--- src/dtc_consts.svh ---
// constants and register map for the dual timer/counter block
// Function
// - timer1 counter-select bit makes timer1 count external events
// - timer1 mode field: 0 12-bit, 1 16-bit, 2 reload, 3 split
// - timer0 mode field in low bits uses the same four-value encoding
// - timer0 run and gate set: count only while irq0 pin is high
// - timer0 gate clear and run set: count regardless of irq0 pin
// - timer0 counter-select bit makes timer0 count external events
// - count bytes are software read/write, reset to zero
// - 12-bit mode count is seven high-byte bits and five low-byte bits
// - 12-bit mode leaves high-byte top bit and low-byte top three bits
// - timer0 12-bit overflow sets the timer0 overflow flag
// - timer1 12-bit mode works like timer0 with its own bytes and flag
// - 16-bit mode uses all bits of both bytes as one counter
// - reload mode: low byte counts, reloaded from high byte on overflow
// - reload mode overflow sets flag; high byte stays unchanged
// - timer1 reload mode works like timer0
// - split mode: timer0 low byte uses timer0 run, gate and select
// - split mode: timer0 high byte runs on timer1 run bit, sets flag1
// - while timer0 is split, timer1 stops and holds its count
// - each timer counts only while its own run bit is one, except the split timer0 high byte (timer1 run bit); run resets zero
// - timer1 run and gate set: count only while irq1 pin is high
// - set flag requests interrupt; service acknowledge clears it
`ifndef DTC_CONSTS_SVH
`define DTC_CONSTS_SVH

// register indices; byte address is four times the index
`define DTC_IDX_CTRL   10'h088
`define DTC_IDX_MODE   10'h089
`define DTC_IDX_TL0    10'h08A
`define DTC_IDX_TL1    10'h08B
`define DTC_IDX_TH0    10'h08C
`define DTC_IDX_TH1    10'h08D

// mode register fields
`define DTC_T1_GATE    7
`define DTC_T1_CS      6
`define DTC_T1_MODE_HI 5
`define DTC_T1_MODE_LO 4
`define DTC_T0_GATE    3
`define DTC_T0_CS      2
`define DTC_T0_MODE_HI 1
`define DTC_T0_MODE_LO 0

// control register fields
`define DTC_TF1        7
`define DTC_TR1        6
`define DTC_TF0        5
`define DTC_TR0        4

`define DTC_RST_BYTE   8'h00
`define DTC_RESP_OKAY  2'h0
`define DTC_RESP_SLVERR 2'h2

// timer tick every DTC_PRESCALE clocks
`define DTC_PRESCALE   4'hC
`define DTC_PRESC_LAST (`DTC_PRESCALE - 4'h1)

`endif

--- src/dtc_pkg.sv ---
// types for the dual timer/counter block
package dtc_pkg;

  typedef enum logic [1:0] {
    DTC_MODE_12BIT,
    DTC_MODE_16BIT,
    DTC_MODE_RELOAD,
    DTC_MODE_SPLIT
  } dtc_mode_type;

  typedef struct packed {
    logic [7:0] hi;
    logic [7:0] lo;
    logic       ovf;
  } dtc_cnt_type;

endpackage : dtc_pkg

--- src/dtc_count_src.sv ---
// count enable source for one timer: run, gate and tick selection
`timescale 1ns/1ns
module dtc_count_src (
  input  wire logic aclk,
  input  wire logic aresetn,
  input  wire logic count_pin,
  input  wire logic counter_select,
  input  wire logic run_bit,
  input  wire logic gate_control,
  input  wire logic gate_pin,
  input  wire logic prescale_tick,
  output logic      count_inc
);
  import dtc_pkg::*;

  logic prev_q;
  logic fall;
  logic enabled;

  always_ff @(posedge aclk) begin
    if (!aresetn) begin
      prev_q <= 1'b0;
    end else begin
      prev_q <= count_pin;
    end
  end

  assign fall = prev_q & ~count_pin;

  // gate only matters when the gate control bit is set
  assign enabled = run_bit & (~gate_control | gate_pin);

  // event counting versus divided system clock
  assign count_inc = enabled & (counter_select ? fall : prescale_tick);

endmodule : dtc_count_src

--- src/dtc_timer_top.sv ---
// dual timer/counter with axi4-lite register access
//
// Register access over AXI4-Lite was left to the implementer.
`timescale 1ns/1ns
`include "dtc_consts.svh"
module dtc_timer_top (
  input  wire logic        aclk,
  input  wire logic        aresetn,
  input  wire logic [11:0] s_axi_awaddr,
  input  wire logic        s_axi_awvalid,
  output logic             s_axi_awready,
  input  wire logic [31:0] s_axi_wdata,
  input  wire logic [3:0]  s_axi_wstrb,
  input  wire logic        s_axi_wvalid,
  output logic             s_axi_wready,
  output logic [1:0]       s_axi_bresp,
  output logic             s_axi_bvalid,
  input  wire logic        s_axi_bready,
  input  wire logic [11:0] s_axi_araddr,
  input  wire logic        s_axi_arvalid,
  output logic             s_axi_arready,
  output logic [31:0]      s_axi_rdata,
  output logic [1:0]       s_axi_rresp,
  output logic             s_axi_rvalid,
  input  wire logic        s_axi_rready,
  input  wire logic        ext_irq0_pin,
  input  wire logic        ext_irq1_pin,
  input  wire logic        ext_count0_pin,
  input  wire logic        ext_count1_pin,
  input  wire logic        isr0_ack,
  input  wire logic        isr1_ack,
  output logic             timer0_irq,
  output logic             timer1_irq
);
  import dtc_pkg::*;

  logic        awready_q;
  logic        wready_q;
  logic        bvalid_q;
  logic [1:0]  bresp_q;
  logic [11:0] awaddr_q;
  logic [31:0] wdata_q;
  logic [3:0]  wstrb_q;
  logic        arready_q;
  logic        rvalid_q;
  logic [31:0] rdata_q;
  logic [1:0]  rresp_q;
  logic [7:0]  tl0_q;
  logic [7:0]  th0_q;
  logic [7:0]  tl1_q;
  logic [7:0]  th1_q;
  logic [7:0]  mode_q;
  logic        tr0_q;
  logic        tr1_q;
  logic        tf0_q;
  logic        tf1_q;
  logic [3:0]  presc_q;

  function automatic logic hit(input logic [11:0] a, input logic [9:0] idx);
    return a[11:2] == idx;
  endfunction : hit

  function automatic logic mapped(input logic [11:0] a);
    return (a[11:2] >= `DTC_IDX_CTRL) && (a[11:2] <= `DTC_IDX_TH1);
  endfunction : mapped

  function automatic logic [7:0] read_byte(input logic [11:0] a);
    logic [7:0] r;
    r = 8'h00;
    case (a[11:2])
      `DTC_IDX_CTRL: r = {tf1_q, tr1_q, tf0_q, tr0_q, 4'h0};
      `DTC_IDX_MODE: r = mode_q;
      `DTC_IDX_TL0:  r = tl0_q;
      `DTC_IDX_TL1:  r = tl1_q;
      `DTC_IDX_TH0:  r = th0_q;
      `DTC_IDX_TH1:  r = th1_q;
      default:       r = 8'h00;
    endcase
    return r;
  endfunction : read_byte

  // one count step for modes 0..2; split uses the low byte as 8-bit
  function automatic dtc_cnt_type step(input dtc_mode_type m,
                                       input logic [7:0]   hi,
                                       input logic [7:0]   lo);
    dtc_cnt_type r;
    logic [11:0] c12;
    logic [15:0] c16;
    r.hi = hi;
    r.lo = lo;
    r.ovf = 1'b0;
    c12 = {hi[6:0], lo[4:0]} + 12'h001;
    c16 = {hi, lo} + 16'h0001;
    case (m)
      DTC_MODE_12BIT: begin
        r.hi = {hi[7], c12[11:5]};
        r.lo = {lo[7:5], c12[4:0]};
        r.ovf = &{hi[6:0], lo[4:0]};
      end
      DTC_MODE_16BIT: begin
        r.hi = c16[15:8];
        r.lo = c16[7:0];
        r.ovf = &{hi, lo};
      end
      DTC_MODE_RELOAD: begin
        r.ovf = &lo;
        r.lo = r.ovf ? hi : lo + 8'h01;
      end
      default: begin
        r.ovf = &lo;
        r.lo = lo + 8'h01;
      end
    endcase
    return r;
  endfunction : step

  // write path
  logic wr_fire;
  logic wr_lane;
  logic wr_ctrl;
  logic wr_mode;
  logic wr_tl0;
  logic wr_th0;
  logic wr_tl1;
  logic wr_th1;
  logic [7:0] wbyte;

  assign wr_fire = ~awready_q & ~wready_q & ~bvalid_q;
  assign wr_lane = wr_fire & wstrb_q[0];
  assign wbyte   = wdata_q[7:0];
  assign wr_ctrl = wr_lane & hit(awaddr_q, `DTC_IDX_CTRL);
  assign wr_mode = wr_lane & hit(awaddr_q, `DTC_IDX_MODE);
  assign wr_tl0  = wr_lane & hit(awaddr_q, `DTC_IDX_TL0);
  assign wr_th0  = wr_lane & hit(awaddr_q, `DTC_IDX_TH0);
  assign wr_tl1  = wr_lane & hit(awaddr_q, `DTC_IDX_TL1);
  assign wr_th1  = wr_lane & hit(awaddr_q, `DTC_IDX_TH1);

  always_ff @(posedge aclk) begin
    if (!aresetn) begin
      awready_q <= 1'b1;
      awaddr_q  <= 12'h000;
    end else if (s_axi_awvalid && awready_q) begin
      awready_q <= 1'b0;
      awaddr_q  <= s_axi_awaddr;
    end else if (wr_fire) begin
      awready_q <= 1'b1;
    end
  end

  always_ff @(posedge aclk) begin
    if (!aresetn) begin
      wready_q <= 1'b1;
      wdata_q  <= 32'h0000_0000;
      wstrb_q  <= 4'h0;
    end else if (s_axi_wvalid && wready_q) begin
      wready_q <= 1'b0;
      wdata_q  <= s_axi_wdata;
      wstrb_q  <= s_axi_wstrb;
    end else if (wr_fire) begin
      wready_q <= 1'b1;
    end
  end

  always_ff @(posedge aclk) begin
    if (!aresetn) begin
      bvalid_q <= 1'b0;
      bresp_q  <= `DTC_RESP_OKAY;
    end else if (wr_fire) begin
      bvalid_q <= 1'b1;
      bresp_q  <= mapped(awaddr_q) ? `DTC_RESP_OKAY : `DTC_RESP_SLVERR;
    end else if (bvalid_q && s_axi_bready) begin
      bvalid_q <= 1'b0;
    end
  end

  always_ff @(posedge aclk) begin
    if (!aresetn) begin
      arready_q <= 1'b1;
      rvalid_q  <= 1'b0;
      rdata_q   <= 32'h0000_0000;
      rresp_q   <= `DTC_RESP_OKAY;
    end else if (s_axi_arvalid && arready_q) begin
      arready_q <= 1'b0;
      rvalid_q  <= 1'b1;
      rdata_q   <= {24'h00_0000, read_byte(s_axi_araddr)};
      rresp_q   <= mapped(s_axi_araddr) ? `DTC_RESP_OKAY : `DTC_RESP_SLVERR;
    end else if (rvalid_q && s_axi_rready) begin
      rvalid_q  <= 1'b0;
      arready_q <= 1'b1;
    end
  end

  // tick source for timer mode
  logic presc_tick;
  assign presc_tick = presc_q == `DTC_PRESC_LAST;

  always_ff @(posedge aclk) begin
    if (!aresetn || presc_tick) begin
      presc_q <= 4'h0;
    end else begin
      presc_q <= presc_q + 4'h1;
    end
  end

  // per-timer count enables
  logic [1:0] inc_v;
  logic [1:0] run_v;
  logic [1:0] gate_v;
  logic [1:0] cs_v;
  logic [1:0] pin_v;
  logic [1:0] gpin_v;

  assign run_v  = {tr1_q, tr0_q};
  assign gate_v = {mode_q[`DTC_T1_GATE], mode_q[`DTC_T0_GATE]};
  assign cs_v   = {mode_q[`DTC_T1_CS], mode_q[`DTC_T0_CS]};
  assign pin_v  = {ext_count1_pin, ext_count0_pin};
  assign gpin_v = {ext_irq1_pin, ext_irq0_pin};

  for (genvar gi = 0; gi < 2; gi++) begin : g_src
    dtc_count_src u_src (
      .aclk           (aclk),
      .aresetn        (aresetn),
      .count_pin      (pin_v[gi]),
      .counter_select (cs_v[gi]),
      .run_bit        (run_v[gi]),
      .gate_control   (gate_v[gi]),
      .gate_pin       (gpin_v[gi]),
      .prescale_tick  (presc_tick),
      .count_inc      (inc_v[gi])
    );
  end

  dtc_mode_type m0;
  dtc_mode_type m1;
  dtc_cnt_type  nxt0;
  dtc_cnt_type  nxt1;
  logic         split;
  logic         inc_th0s;
  logic         inc1;
  logic         set0;
  logic         set1;

  assign m0 = dtc_mode_type'(mode_q[`DTC_T0_MODE_HI:`DTC_T0_MODE_LO]);
  assign m1 = dtc_mode_type'(mode_q[`DTC_T1_MODE_HI:`DTC_T1_MODE_LO]);
  assign nxt0 = step(m0, th0_q, tl0_q);
  assign nxt1 = step(m1, th1_q, tl1_q);
  assign split = m0 == DTC_MODE_SPLIT;
  assign inc_th0s = split & tr1_q & presc_tick;
  // timer1 in its own split setting also stands still
  assign inc1 = inc_v[1] & ~split & (m1 != DTC_MODE_SPLIT);
  assign set0 = inc_v[0] & nxt0.ovf & ~wr_tl0 & ~wr_th0;
  assign set1 = split ? (inc_th0s & (&th0_q) & ~wr_th0)
                      : (inc1 & nxt1.ovf & ~wr_tl1 & ~wr_th1);

  always_ff @(posedge aclk) begin
    if (!aresetn) begin
      tl0_q <= `DTC_RST_BYTE;
    end else if (wr_tl0) begin
      tl0_q <= wbyte;
    end else if (inc_v[0]) begin
      tl0_q <= nxt0.lo;
    end
  end

  always_ff @(posedge aclk) begin
    if (!aresetn) begin
      th0_q <= `DTC_RST_BYTE;
    end else if (wr_th0) begin
      th0_q <= wbyte;
    end else if (split) begin
      if (inc_th0s) begin
        th0_q <= th0_q + 8'h01;
      end
    end else if (inc_v[0]) begin
      th0_q <= nxt0.hi;
    end
  end

  always_ff @(posedge aclk) begin
    if (!aresetn) begin
      tl1_q <= `DTC_RST_BYTE;
      th1_q <= `DTC_RST_BYTE;
    end else begin
      if (wr_tl1) begin
        tl1_q <= wbyte;
      end else if (inc1) begin
        tl1_q <= nxt1.lo;
      end
      if (wr_th1) begin
        th1_q <= wbyte;
      end else if (inc1) begin
        th1_q <= nxt1.hi;
      end
    end
  end

  always_ff @(posedge aclk) begin
    if (!aresetn) begin
      mode_q <= `DTC_RST_BYTE;
    end else if (wr_mode) begin
      mode_q <= wbyte;
    end
  end

  always_ff @(posedge aclk) begin
    if (!aresetn) begin
      tr0_q <= 1'b0;
      tr1_q <= 1'b0;
    end else if (wr_ctrl) begin
      tr0_q <= wbyte[`DTC_TR0];
      tr1_q <= wbyte[`DTC_TR1];
    end
  end

  // hardware set beats software clear and service acknowledge
  always_ff @(posedge aclk) begin
    if (!aresetn) begin
      tf0_q <= 1'b0;
      tf1_q <= 1'b0;
    end else begin
      if (set0) begin
        tf0_q <= 1'b1;
      end else if (wr_ctrl) begin
        tf0_q <= wbyte[`DTC_TF0];
      end else if (isr0_ack) begin
        tf0_q <= 1'b0;
      end
      if (set1) begin
        tf1_q <= 1'b1;
      end else if (wr_ctrl) begin
        tf1_q <= wbyte[`DTC_TF1];
      end else if (isr1_ack) begin
        tf1_q <= 1'b0;
      end
    end
  end

  assign s_axi_awready = awready_q;
  assign s_axi_wready  = wready_q;
  assign s_axi_bvalid  = bvalid_q;
  assign s_axi_bresp   = bresp_q;
  assign s_axi_arready = arready_q;
  assign s_axi_rvalid  = rvalid_q;
  assign s_axi_rdata   = rdata_q;
  assign s_axi_rresp   = rresp_q;
  assign timer0_irq    = tf0_q;
  assign timer1_irq    = tf1_q;
endmodule : dtc_timer_top

--- config.mk ---
export PLATFORM = sky130hd
export DESIGN_NAME = dtc_timer_top
export DESIGN_NICKNAME = d
export VERILOG_FILES = /design/src/dtc_pkg.sv /design/src/dtc_count_src.sv /design/src/dtc_timer_top.sv
export VERILOG_INCLUDE_DIRS = /design/src
export SDC_FILE = /design/constraint.sdc
export NUM_CORES = 1
export LEC_CHECK = 0
export BUFFER_PORTS_ARGS = -buffer_cell sky130_fd_sc_hd__clkbuf_2
export CAP_MARGIN = 20
export CORE_AREA = 2 2 99 101
export DETAILED_ROUTE_END_ITERATION = 8
export DIE_AREA = 0 0 101 103
export MAX_ROUTING_LAYER = met4
export PLACE_DENSITY = 0.92
export SYNTH_ARGS = -nofsm -noshare
export SYNTH_HDL_FRONTEND = slang
export SYNTH_SLANG_ARGS = --single-unit
--- constraint.sdc ---
create_clock -name aclk -period 6.05 [get_ports aclk]
set_input_delay 0.605 -clock aclk [delete_from_list [all_inputs] [get_ports aclk]]
set_output_delay 0.605 -clock aclk [all_outputs]
set_load 0.01 [all_outputs]
* After elaboration in Yosys (flattened, before gate mapping)
Index checks and enable logic that the tools add are counted.
** Storage, ports and cells
- Register bits :: 88
- Input bits :: 73
- Output and inout port bits :: 43
- Memories kept :: 0
- RAM bits :: 0
- Word-level logic and storage cells :: 179
- Bits in latches :: 0
- Bits in read-only memories :: 0
** Operators by class
- Shifts and indexed selects :: 0
- Bitwise operators :: 41
- Mux-type cells :: 37
- Eq/ne operators :: 24
- Multipliers :: 0
- Reductions and logical operators :: 38
- Div/mod/pow operators :: 0
- Order comparisons :: 4
- $add $sub $neg :: 8
** Operators with widths (count)
- $eq 10x8->1 const B :: 12
- $mux 8 :: 12
- $pmux 9 s3 :: 2
- $pmux 8 s6 :: 1
- $add 16x1->16 const B :: 2
- $pmux 8 s2 :: 2
- $reduce_and 16->1 :: 2
- $and 1x1->1 :: 27
- $add 12x1->12 const B :: 2
- $add 8x1->8 const B :: 3
- $reduce_and 12->1 :: 2
- $reduce_and 8->1 :: 3
- $ge 10x8->1 const B :: 2
- $le 10x8->1 const B :: 2
- $mux 1 :: 18
- $reduce_bool 2->1 :: 8
- $reduce_bool 3->1 :: 5
- $not 1->1 :: 12
- $ne 2x2->1 const B :: 4
- $logic_and 1x1->1 :: 7
- $eq 2x2->1 const B :: 3
- $reduce_and 2->1 :: 3
- $reduce_and 3->1 :: 2
- $add 4x1->4 const B :: 1
- 11 further kinds :: 15

* Depth between registers and ports, before layout
Gate-level depths: netlist of the first run.
- Depth after elaboration :: 11
- Mapped depth :: 7
- Gate-level depth less buffers :: 6

* Modules after synthesis
From an unflattened synthesis of the first run, not the netlist that was laid out.
** Unflattened totals
- Cell total of the unflattened synthesis :: 639
- Area total of the unflattened synthesis :: 5129.9 µm²
** By module, submodules not included
- dtc_timer_top :: times used 1, cells each 625, area an instance 5004.8 µm²
- dtc_count_src :: times used 2, cells each 7, area an instance 62.6 µm²

* Least setup slack after synthesis of the first run
Ideal clock, no wire load.
- Path kind :: input -> register
- From :: input s_axi_araddr[7]
- To :: register rdata_q[3] (netlist: s_axi_rdata[3])
- Data required time :: 5.977 ns
- Buffers on the path :: 2
- Cell stages on the path :: 7
- Path slack :: 3.788 ns
- Data arrival time :: 2.189 ns
- Cells stage by stage :: or4_1 > buf_2 > or4_4 > buf_6 > nor3b_2 > a21oi_1 > o211ai_2
** Between the ends
- Cells in the longest elaborated chain, start to end :: 2
- Elaborated cells between the ends (all ways) :: 7
- Those cells by class :: eq/ne: 6; mux: 1
** Ends and longest elaborated chain
- start: declaration :: RTL line dtc_timer_top.sv:19 : input wire logic [11:0] s_axi_araddr,
- $eq 10x8->1 :: RTL line dtc_timer_top.sv:70 : case (a[11:2])
- $pmux 8 s6 * :: RTL line dtc_timer_top.sv:70
- end signal: assignment :: RTL line dtc_timer_top.sv:185 : rdata_q <= {24'h00_0000, read_byte(s_axi_araddr)};
- end: declaration :: RTL line dtc_timer_top.sv:46 : logic [31:0] rdata_q;
Every way passes the cells marked *; elsewhere a longest branch is shown, timed or not.
A chain may end at the register's enable or synchronous reset.

* Final worst setup path of the first run
- From :: register wready_q (netlist: s_axi_wready)
- To :: register tf1_q (netlist: timer1_irq)
** Between the ends
- Cells in the longest elaborated chain, start to end :: 10
- Elaborated cells between the ends (all ways) :: 18
- Those cells by class :: mux: 3; bitwise: 14; reduce/logical: 1
** Ends and longest elaborated chain
- start: declaration :: RTL line dtc_timer_top.sv:38 : logic wready_q;
- start signal: assignment :: RTL line dtc_timer_top.sv:152 : wready_q <= 1'b1;
- start signal: assignment :: RTL line dtc_timer_top.sv:156 : wready_q <= 1'b0;
- start signal: assignment :: RTL line dtc_timer_top.sv:160 : wready_q <= 1'b1;
- $not 1->1 * :: RTL line dtc_timer_top.sv:128 : assign wr_fire = ~awready_q & ~wready_q & ~bvalid_q;
- $and 1x1->1 * (2 in a row) :: RTL line dtc_timer_top.sv:128
- $and 1x1->1 * :: RTL line dtc_timer_top.sv:129 : assign wr_lane = wr_fire & wstrb_q[0];
- $and 1x1->1 :: RTL line dtc_timer_top.sv:135 : assign wr_tl1 = wr_lane & hit(awaddr_q, `DTC_IDX_TL1);
- $not 1->1 :: RTL line dtc_timer_top.sv:253 : : (inc1 & nxt1.ovf & ~wr_tl1 & ~wr_th1);
- $and 1x1->1 (2 in a row) :: RTL line dtc_timer_top.sv:253
- $mux 1 :: RTL line dtc_timer_top.sv:252 : assign set1 = split ? (inc_th0s & (&th0_q) & ~wr_th0)
- $reduce_bool 3->1 (no line) or $mux 1 (tied branches)
- end signal: assignment :: RTL line dtc_timer_top.sv:331 : tf1_q <= wbyte[`DTC_TF1];
- end: declaration :: RTL line dtc_timer_top.sv:56 : logic tf1_q;
Marked as above.

==> flow_summary.yaml, run 1 <==
run_status:
  status: "completed"
layout:
  regArea_mm2: 0.00168
  drive_above_1_share_pct: 15.2
  instances_no_fill: 790
  multiInputGateArea_mm2: 0.00316
  fill_cells: 832
  post-route-util_pct: 58.7
  antenna_cells: 0
  nets: 748
  area_growth_pct: 7.65
sta:
  relSlewSlack_pct: 31.7
  setup_viol: 0
  max_freq_mhz: 400
  fin_crit_sh_pct: 41.4
  hold_violations: 0
  worst_pin_slew_ns: 1.02
  rsz0062_at_grt: "false"
  tns_ns: 0
  drv_slew: 0
  fin_crit_ns: 2.50
  finalClockSkew_ns: 0.0185
clock_tree:
  cts_buffers: 9
  clock-sinks: 84
  post_cts_buffers: 0
  cts_buffer_depth: 2
  path_clk_slew_ns: 0.09
  cts_tree: "yes"
  ctsHoldBuffers: 0
  htree_num_levels: 3
  cts.root.buffer_cell: "clkbuf_8"
  cts.repair.resized: 0
  clk_latency_ns: 0.38
worst_setup_path:
  cp.required_ns: 6.32
  worst_path_max_delay_cell: "nor3_1"
  path_cells: "nor3_1 -> nand2_1 -> nor3_1 -> nor4_1 -> o31a_1"
  cp_data_arrival_time_ns: 2.78
  crit_type: "reg -> reg"
  critPathLaunchType: "flop"
  critical_path.max_fanout: 14
  max_stage_delay_ns: 0.77
  endpoint_kind: "flop"
  crit_top_cell: "nor3_1"
global_route:
  grt_max_degree: 53
  antenna_found_initial: 0
  grt_pass1_wl_um: 23100
  grt-ovfl-total: 0
  grt_pass1_vias: 4600
  grt.total_usage_pct: 29.6
logic_synthesis:
  synthFlopType: "dfxtp_1"
  yosysTopAreaCell: "dfxtp_1"
  synth_cell_types: 76
  syn-mean-instance-area_um2: 8.03
  syn_area_mm2: 0.00515
  synth_common_cells: "nand2_1, dfxtp_1, a21oi_1, o21ai_0, nor2_1"
  yosysTopAreaCellShare_pct: 32.6
  ys.warnings.count: 0
  ys_seq_area_share_pct: 32.6
  yosys.cell_count.top_type: "nand2_1"
  synth_area_leaders: "dfxtp_1, nand2_1, a21oi_1"
  synthArstFlopShare_pct: 0
  syn_inst: 642
  synth-edff-count: 0
  ys_ff_latch: 84
floorplanning:
  die_y_um: 103
  io_pins: 116
  start_util_pct: 54.5
  num_rows: 36
  core_mm2: 0.00946
  die_w_um: 101
  dieArea_mm2: 0.0104
routing:
  first_pass_iters: 6
  drc_errors: 0
  drt_iter0_drc: 436
  viasPerCell: 6.53
  routed_wl_um: 14900
  drtAntennaViolNets: 0
  wire_per_inst_um: 18.8
  vias: 5158
placed_design:
  gp_congestion: 0.979
  io_buffers: 58
  place_hpwl_um: 10500
  placed_cells: 774
pwr:
  powerDensity_mw_per_mm2: 206
  p_leak_uw: 0.00203
  ir_drop_mv: 0.125
worst_hold_path:
  hold_class: "in -> reg"
flow_run:
  maxCapViolCount: 0
report_power, final:
part / internal (uW) / switching [uW]
clock network: 237 / 220
logic: 34.7 / 58.2
registers: 568 / 22.7
total: 840 / 301
worst paths after layout:
check | startpoint | to | slack [ns] | depth (start not counted)
hold reg to reg | presc_q[0]$_SDFF_PP0_ | presc_q[0]$_SDFF_PP0_ | 0.46 | 1
setup reg to reg | s_axi_wready$_SDFFE_PN1P_ | timer1_irq$_SDFFE_PN0P_ | 3.55 | 5
hold / removal | s_axi_awaddr[11] | awaddr_q[11]$_SDFFE_PN0P_ | 0.44 | 3
setup / recovery | s_axi_wready$_SDFFE_PN1P_ | timer1_irq$_SDFFE_PN0P_ | 3.55 | 5
critical path, delay by kind of cell (launching register included):
kind	cells	cell delay (ns)
DFF	1	0.45
AOI/OAI and AO/OA	1	0.28
and+or+nand+nor	4	1.67
layout by cell type (no fill, tap or decap), types with 7 or more instances in the layout:
cell	count
a211oi_1	11
a21oi_1	56
a31oi_1	12
and2_1	10
and3_1	11
and4_1	9
clkbuf_2	58
clkbuf_8	9
conb_1	26
dfxtp_1	84
inv_1	11
mux2_2	7
mux2i_1	11
nand2_1	90
nand2b_1	8
nand3_1	27
nand4_1	12
nor2_1	28
nor3_1	14
o211ai_1	9
o21ai_0	34
xnor2_1	8
xor2_1	10
cell type report:
class,count,area share [%]
multi-input combinational,506,57.0
sequential,84,30.3
timing repair buffer,59,5.37
tap,114,2.57
clock buffer,10,2.30
clock inverter,6,1.71
inverter,11,0.744
state kept, by name, summed over array words and instances (netlist names), 2 cells and up:
signal,flops
awaddr_q,10
g_src.u_src.prev_q,2
mode_q,8
presc_q,4
s_axi_rdata,8
th0_q,8
th1_q,8
tl0_q,8
tl1_q,8
wdata_q,8
per-layer routing:
metal	vias to the layer above	share of wire, %	track usage (%)
li1	2382	-	-
met1	2422	40	36.6
met2	286	46	45.4
met3	68	9.2	5.76
met4	0	4.6	16.3
met5	-	0	-
per-stage QoR:
step | cell area (um2) | hold WS (ns) | total power [uW] | worst slack (ns)
after global placement | 5330 | 0.428 | 688 | 3.71
after floorplan | 5250 | 0.417 | 669 | 3.79
after CTS | 5550 | 0.432 | 1140 | 3.66
after global routing | 5550 | 0.426 | 1180 | 3.45
after detailed placement | 5330 | 0.439 | 694 | 3.66
final | 5550 | 0.438 | 1140 | 3.55
cell families (layout without fill, tap and decap cells):
logic type	after synthesis	count (layout)	synth area share (%)
buffers and inverters	77	86	7.84
AO/OA/AOI/OAI	183	183	24.0
flip-flops	84	84	32.6
AND/OR/NAND/NOR	256	256	27.4
other	1	26	0.0728
adder cells (fa/ha/maj)	4	4	0.971
multiplexers	19	19	4.10
XOR/XNOR	18	18	3.06
Note: power is estimated with default switching activity, not from simulation.
==> inputs of run 2 (changes only) <==
--- a/config.mk
+++ b/config.mk
@@ -8,11 +8,11 @@
 export LEC_CHECK = 0
 export BUFFER_PORTS_ARGS = -buffer_cell sky130_fd_sc_hd__clkbuf_2
 export CAP_MARGIN = 20
-export CORE_AREA = 2 2 99 101
+export CORE_AREA = 2 2 100 102
 export DETAILED_ROUTE_END_ITERATION = 8
-export DIE_AREA = 0 0 101 103
+export DIE_AREA = 0 0 102 104
 export MAX_ROUTING_LAYER = met4
-export PLACE_DENSITY = 0.92
+export PLACE_DENSITY = 0.91
 export SYNTH_ARGS = -nofsm -noshare
 export SYNTH_HDL_FRONTEND = slang
 export SYNTH_SLANG_ARGS = --single-unit
==> constraint.sdc (replaced) <==
create_clock -name aclk -period 2.52 [get_ports aclk]
set_input_delay 0.252 -clock aclk [delete_from_list [all_inputs] [get_ports aclk]]
set_output_delay 0.252 -clock aclk [all_outputs]
set_load 0.01 [all_outputs]
==> run 2 against run 1 <==
Compared with the run above:
- combinational power is 140% higher
- via count rose by 0.12%
- total power is 130% higher
- largest cell class unchanged
==> flow_summary.yaml, run 2 (synthesis gave the netlist of run 1 again) <==
layout:
  largest_register_ffs: 10
  antenna_cells: 0
  mostFrequentLayoutCell: "nand2_1"
  drive_above_1_share_pct: 16.9
  area_growth_pct: 9.74
  nets: 761
  final_cell_mix: "nand2_1, dfxtp_1, clkbuf_2, a21oi_1, o21ai_0"
  fill_cells: 868
  regMostFlops: "awaddr_q"
worst_setup_path:
  crit_type: "reg -> reg"
  cp_data_arrival_time_ns: 2.57
  critical_path.max_fanout: 8
  critPathLaunchType: "flop"
  endpoint_kind: "flop"
  cp-endpoint: "th1_q[7]$_SDFFE_PN0P_"
  reg2reg_from: "presc_q[0]$_SDFF_PP0_"
  reg2reg_depth: 7
  reg2reg_setup_slack_ns: 0.23
  reg2reg_to: "th1_q[7]$_SDFFE_PN0P_"
  crit_start: "presc_q[0]$_SDFF_PP0_"
  cp.required_ns: 2.80
sta:
  max_freq_mhz: 436
  fin_crit_sh_pct: 91.0
  worst_pin_slew_ns: 0.633
  drv_slew: 0
  setup_viol: 0
  rsz0062_at_grt: "false"
  tns_ns: 0
  finalClockSkew_ns: 0.0141
  fin_crit_ns: 2.29
  relSlewSlack_pct: 57.6
  hold_violations: 0
flow_run:
  maxCapViolCount: 0
pwr:
  ir_drop_mv: 0.281
  p_total_uw: 2640
  powerDensity_mw_per_mm2: 467
  p_leak_uw: 0.00209
floorplanning:
  dieArea_mm2: 0.0106
  die_w_um: 102
  die_y_um: 104
  start_util_pct: 54.0
  core_mm2: 0.00955
  io_pins: 116
  num_rows: 36
clock_tree:
  cts.repair.resized: 0
  cts.root.buffer_cell: "clkbuf_8"
  clock-sinks: 84
  post_cts_buffers: 0
  ctsHoldBuffers: 0
  htree_num_levels: 3
  cts_buffers: 9
  cts_buffer_depth: 2
  cts_tree: "yes"
  path_clk_slew_ns: 0.09
  clk_latency_ns: 0.36
global_route:
  grt.total_usage_pct: 29.1
  grt-ovfl-total: 0
  antenna_found_initial: 0
  grt_pass1_vias: 4672
  grt_pass1_wl_um: 23900
  grt_max_degree: 53
routing:
  vias: 5164
  wire_per_inst_um: 18.2
  first_pass_iters: 5
  viasPerCell: 6.29
  routed_wl_um: 15000
  drc_errors: 0
  drt_iter0_drc: 449
  drtAntennaViolNets: 0
run_status:
  status: "completed"
placed_design:
  place_hpwl_um: 11100
  gp_congestion: 0.993
  io_buffers: 58
worst_hold_path:
  hold_class: "in -> reg"
-- run 2: how the worst min path moves through the flow --
stage | start | endpoint | depth (start not counted)
global route | ext_count0_pin | g_src[0].u_src.prev_q$_SDFF_PN0_ | 2
floorplan | ext_count0_pin | g_src[0].u_src.prev_q$_SDFF_PN0_ | 1
CTS | s_axi_awaddr[11] | awaddr_q[11]$_SDFFE_PN0P_ | 3
finish | s_axi_awaddr[11] | awaddr_q[11]$_SDFFE_PN0P_ | 3
global placement | presc_q[0]$_SDFF_PP0_ | presc_q[0]$_SDFF_PP0_ | 1
detailed placement | presc_q[0]$_SDFF_PP0_ | presc_q[0]$_SDFF_PP0_ | 1
-- run 2: layer usage --
layer	part of all wire [%]	track usage, %	routed length [um]	vias to the layer above
met5	0	-	0	-
met1	42	39.3	6240	2436
met2	47	44.0	6970	261
li1	-	-	-	2414
met3	8.3	4.37	1250	53
met4	3.5	11.0	527	0
-- run 2: worst max-delay path, cell delays in order (launching register included) --
cell and delay [ns]:
dfxtp_1 0.37, ha_1 0.28, nand4bb_1 0.21, buf_4 0.21, a2111oi_4 0.60, nand3_1 0.16
xor2_1 0.17, a211oi_1 0.21
-- run 2: report_power, final --
part | leakage [uW] | internal (uW) | switching, uW
Clock | 0.0000967 | 465 | 528
Sequential | 0.000683 | 1360 | 55.1
Combinational | 0.00131 | 87.9 | 139
Total | 0.00209 | 1920 | 723
-- run 2: layout make-up --
| type | count | area, um2 | area share [%] |
|---|---|---|---|
| clock inverters | 6 | 72.6 | 1.28 |
| flip-flops and latches | 84 | 1680 | 29.7 |
| well taps | 133 | 166 | 2.94 |
| clock buffers | 9 | 124 | 2.19 |
| inverters | 11 | 41.3 | 0.730 |
| repair buffers | 72 | 408 | 7.21 |
| multi-input cells | 506 | 3160 | 55.9 |
-- run 2: per-stage QoR --
stage	cells	cell area (um2)	setup WS [ns]	hold slack, ns	util [%]
2_1_floorplan	667	5250	0.504	0.379	-
3_3_place_gp	806	5460	0.399	0.434	57.2
3_5_place_dp	806	5460	0.280	0.446	57.2
4_1_cts	821	5660	0.257	0.0994	59.2
5_1_grt	821	5660	0.0416	0.112	59.2
6_report	821	5660	0.228	0.104	59.2
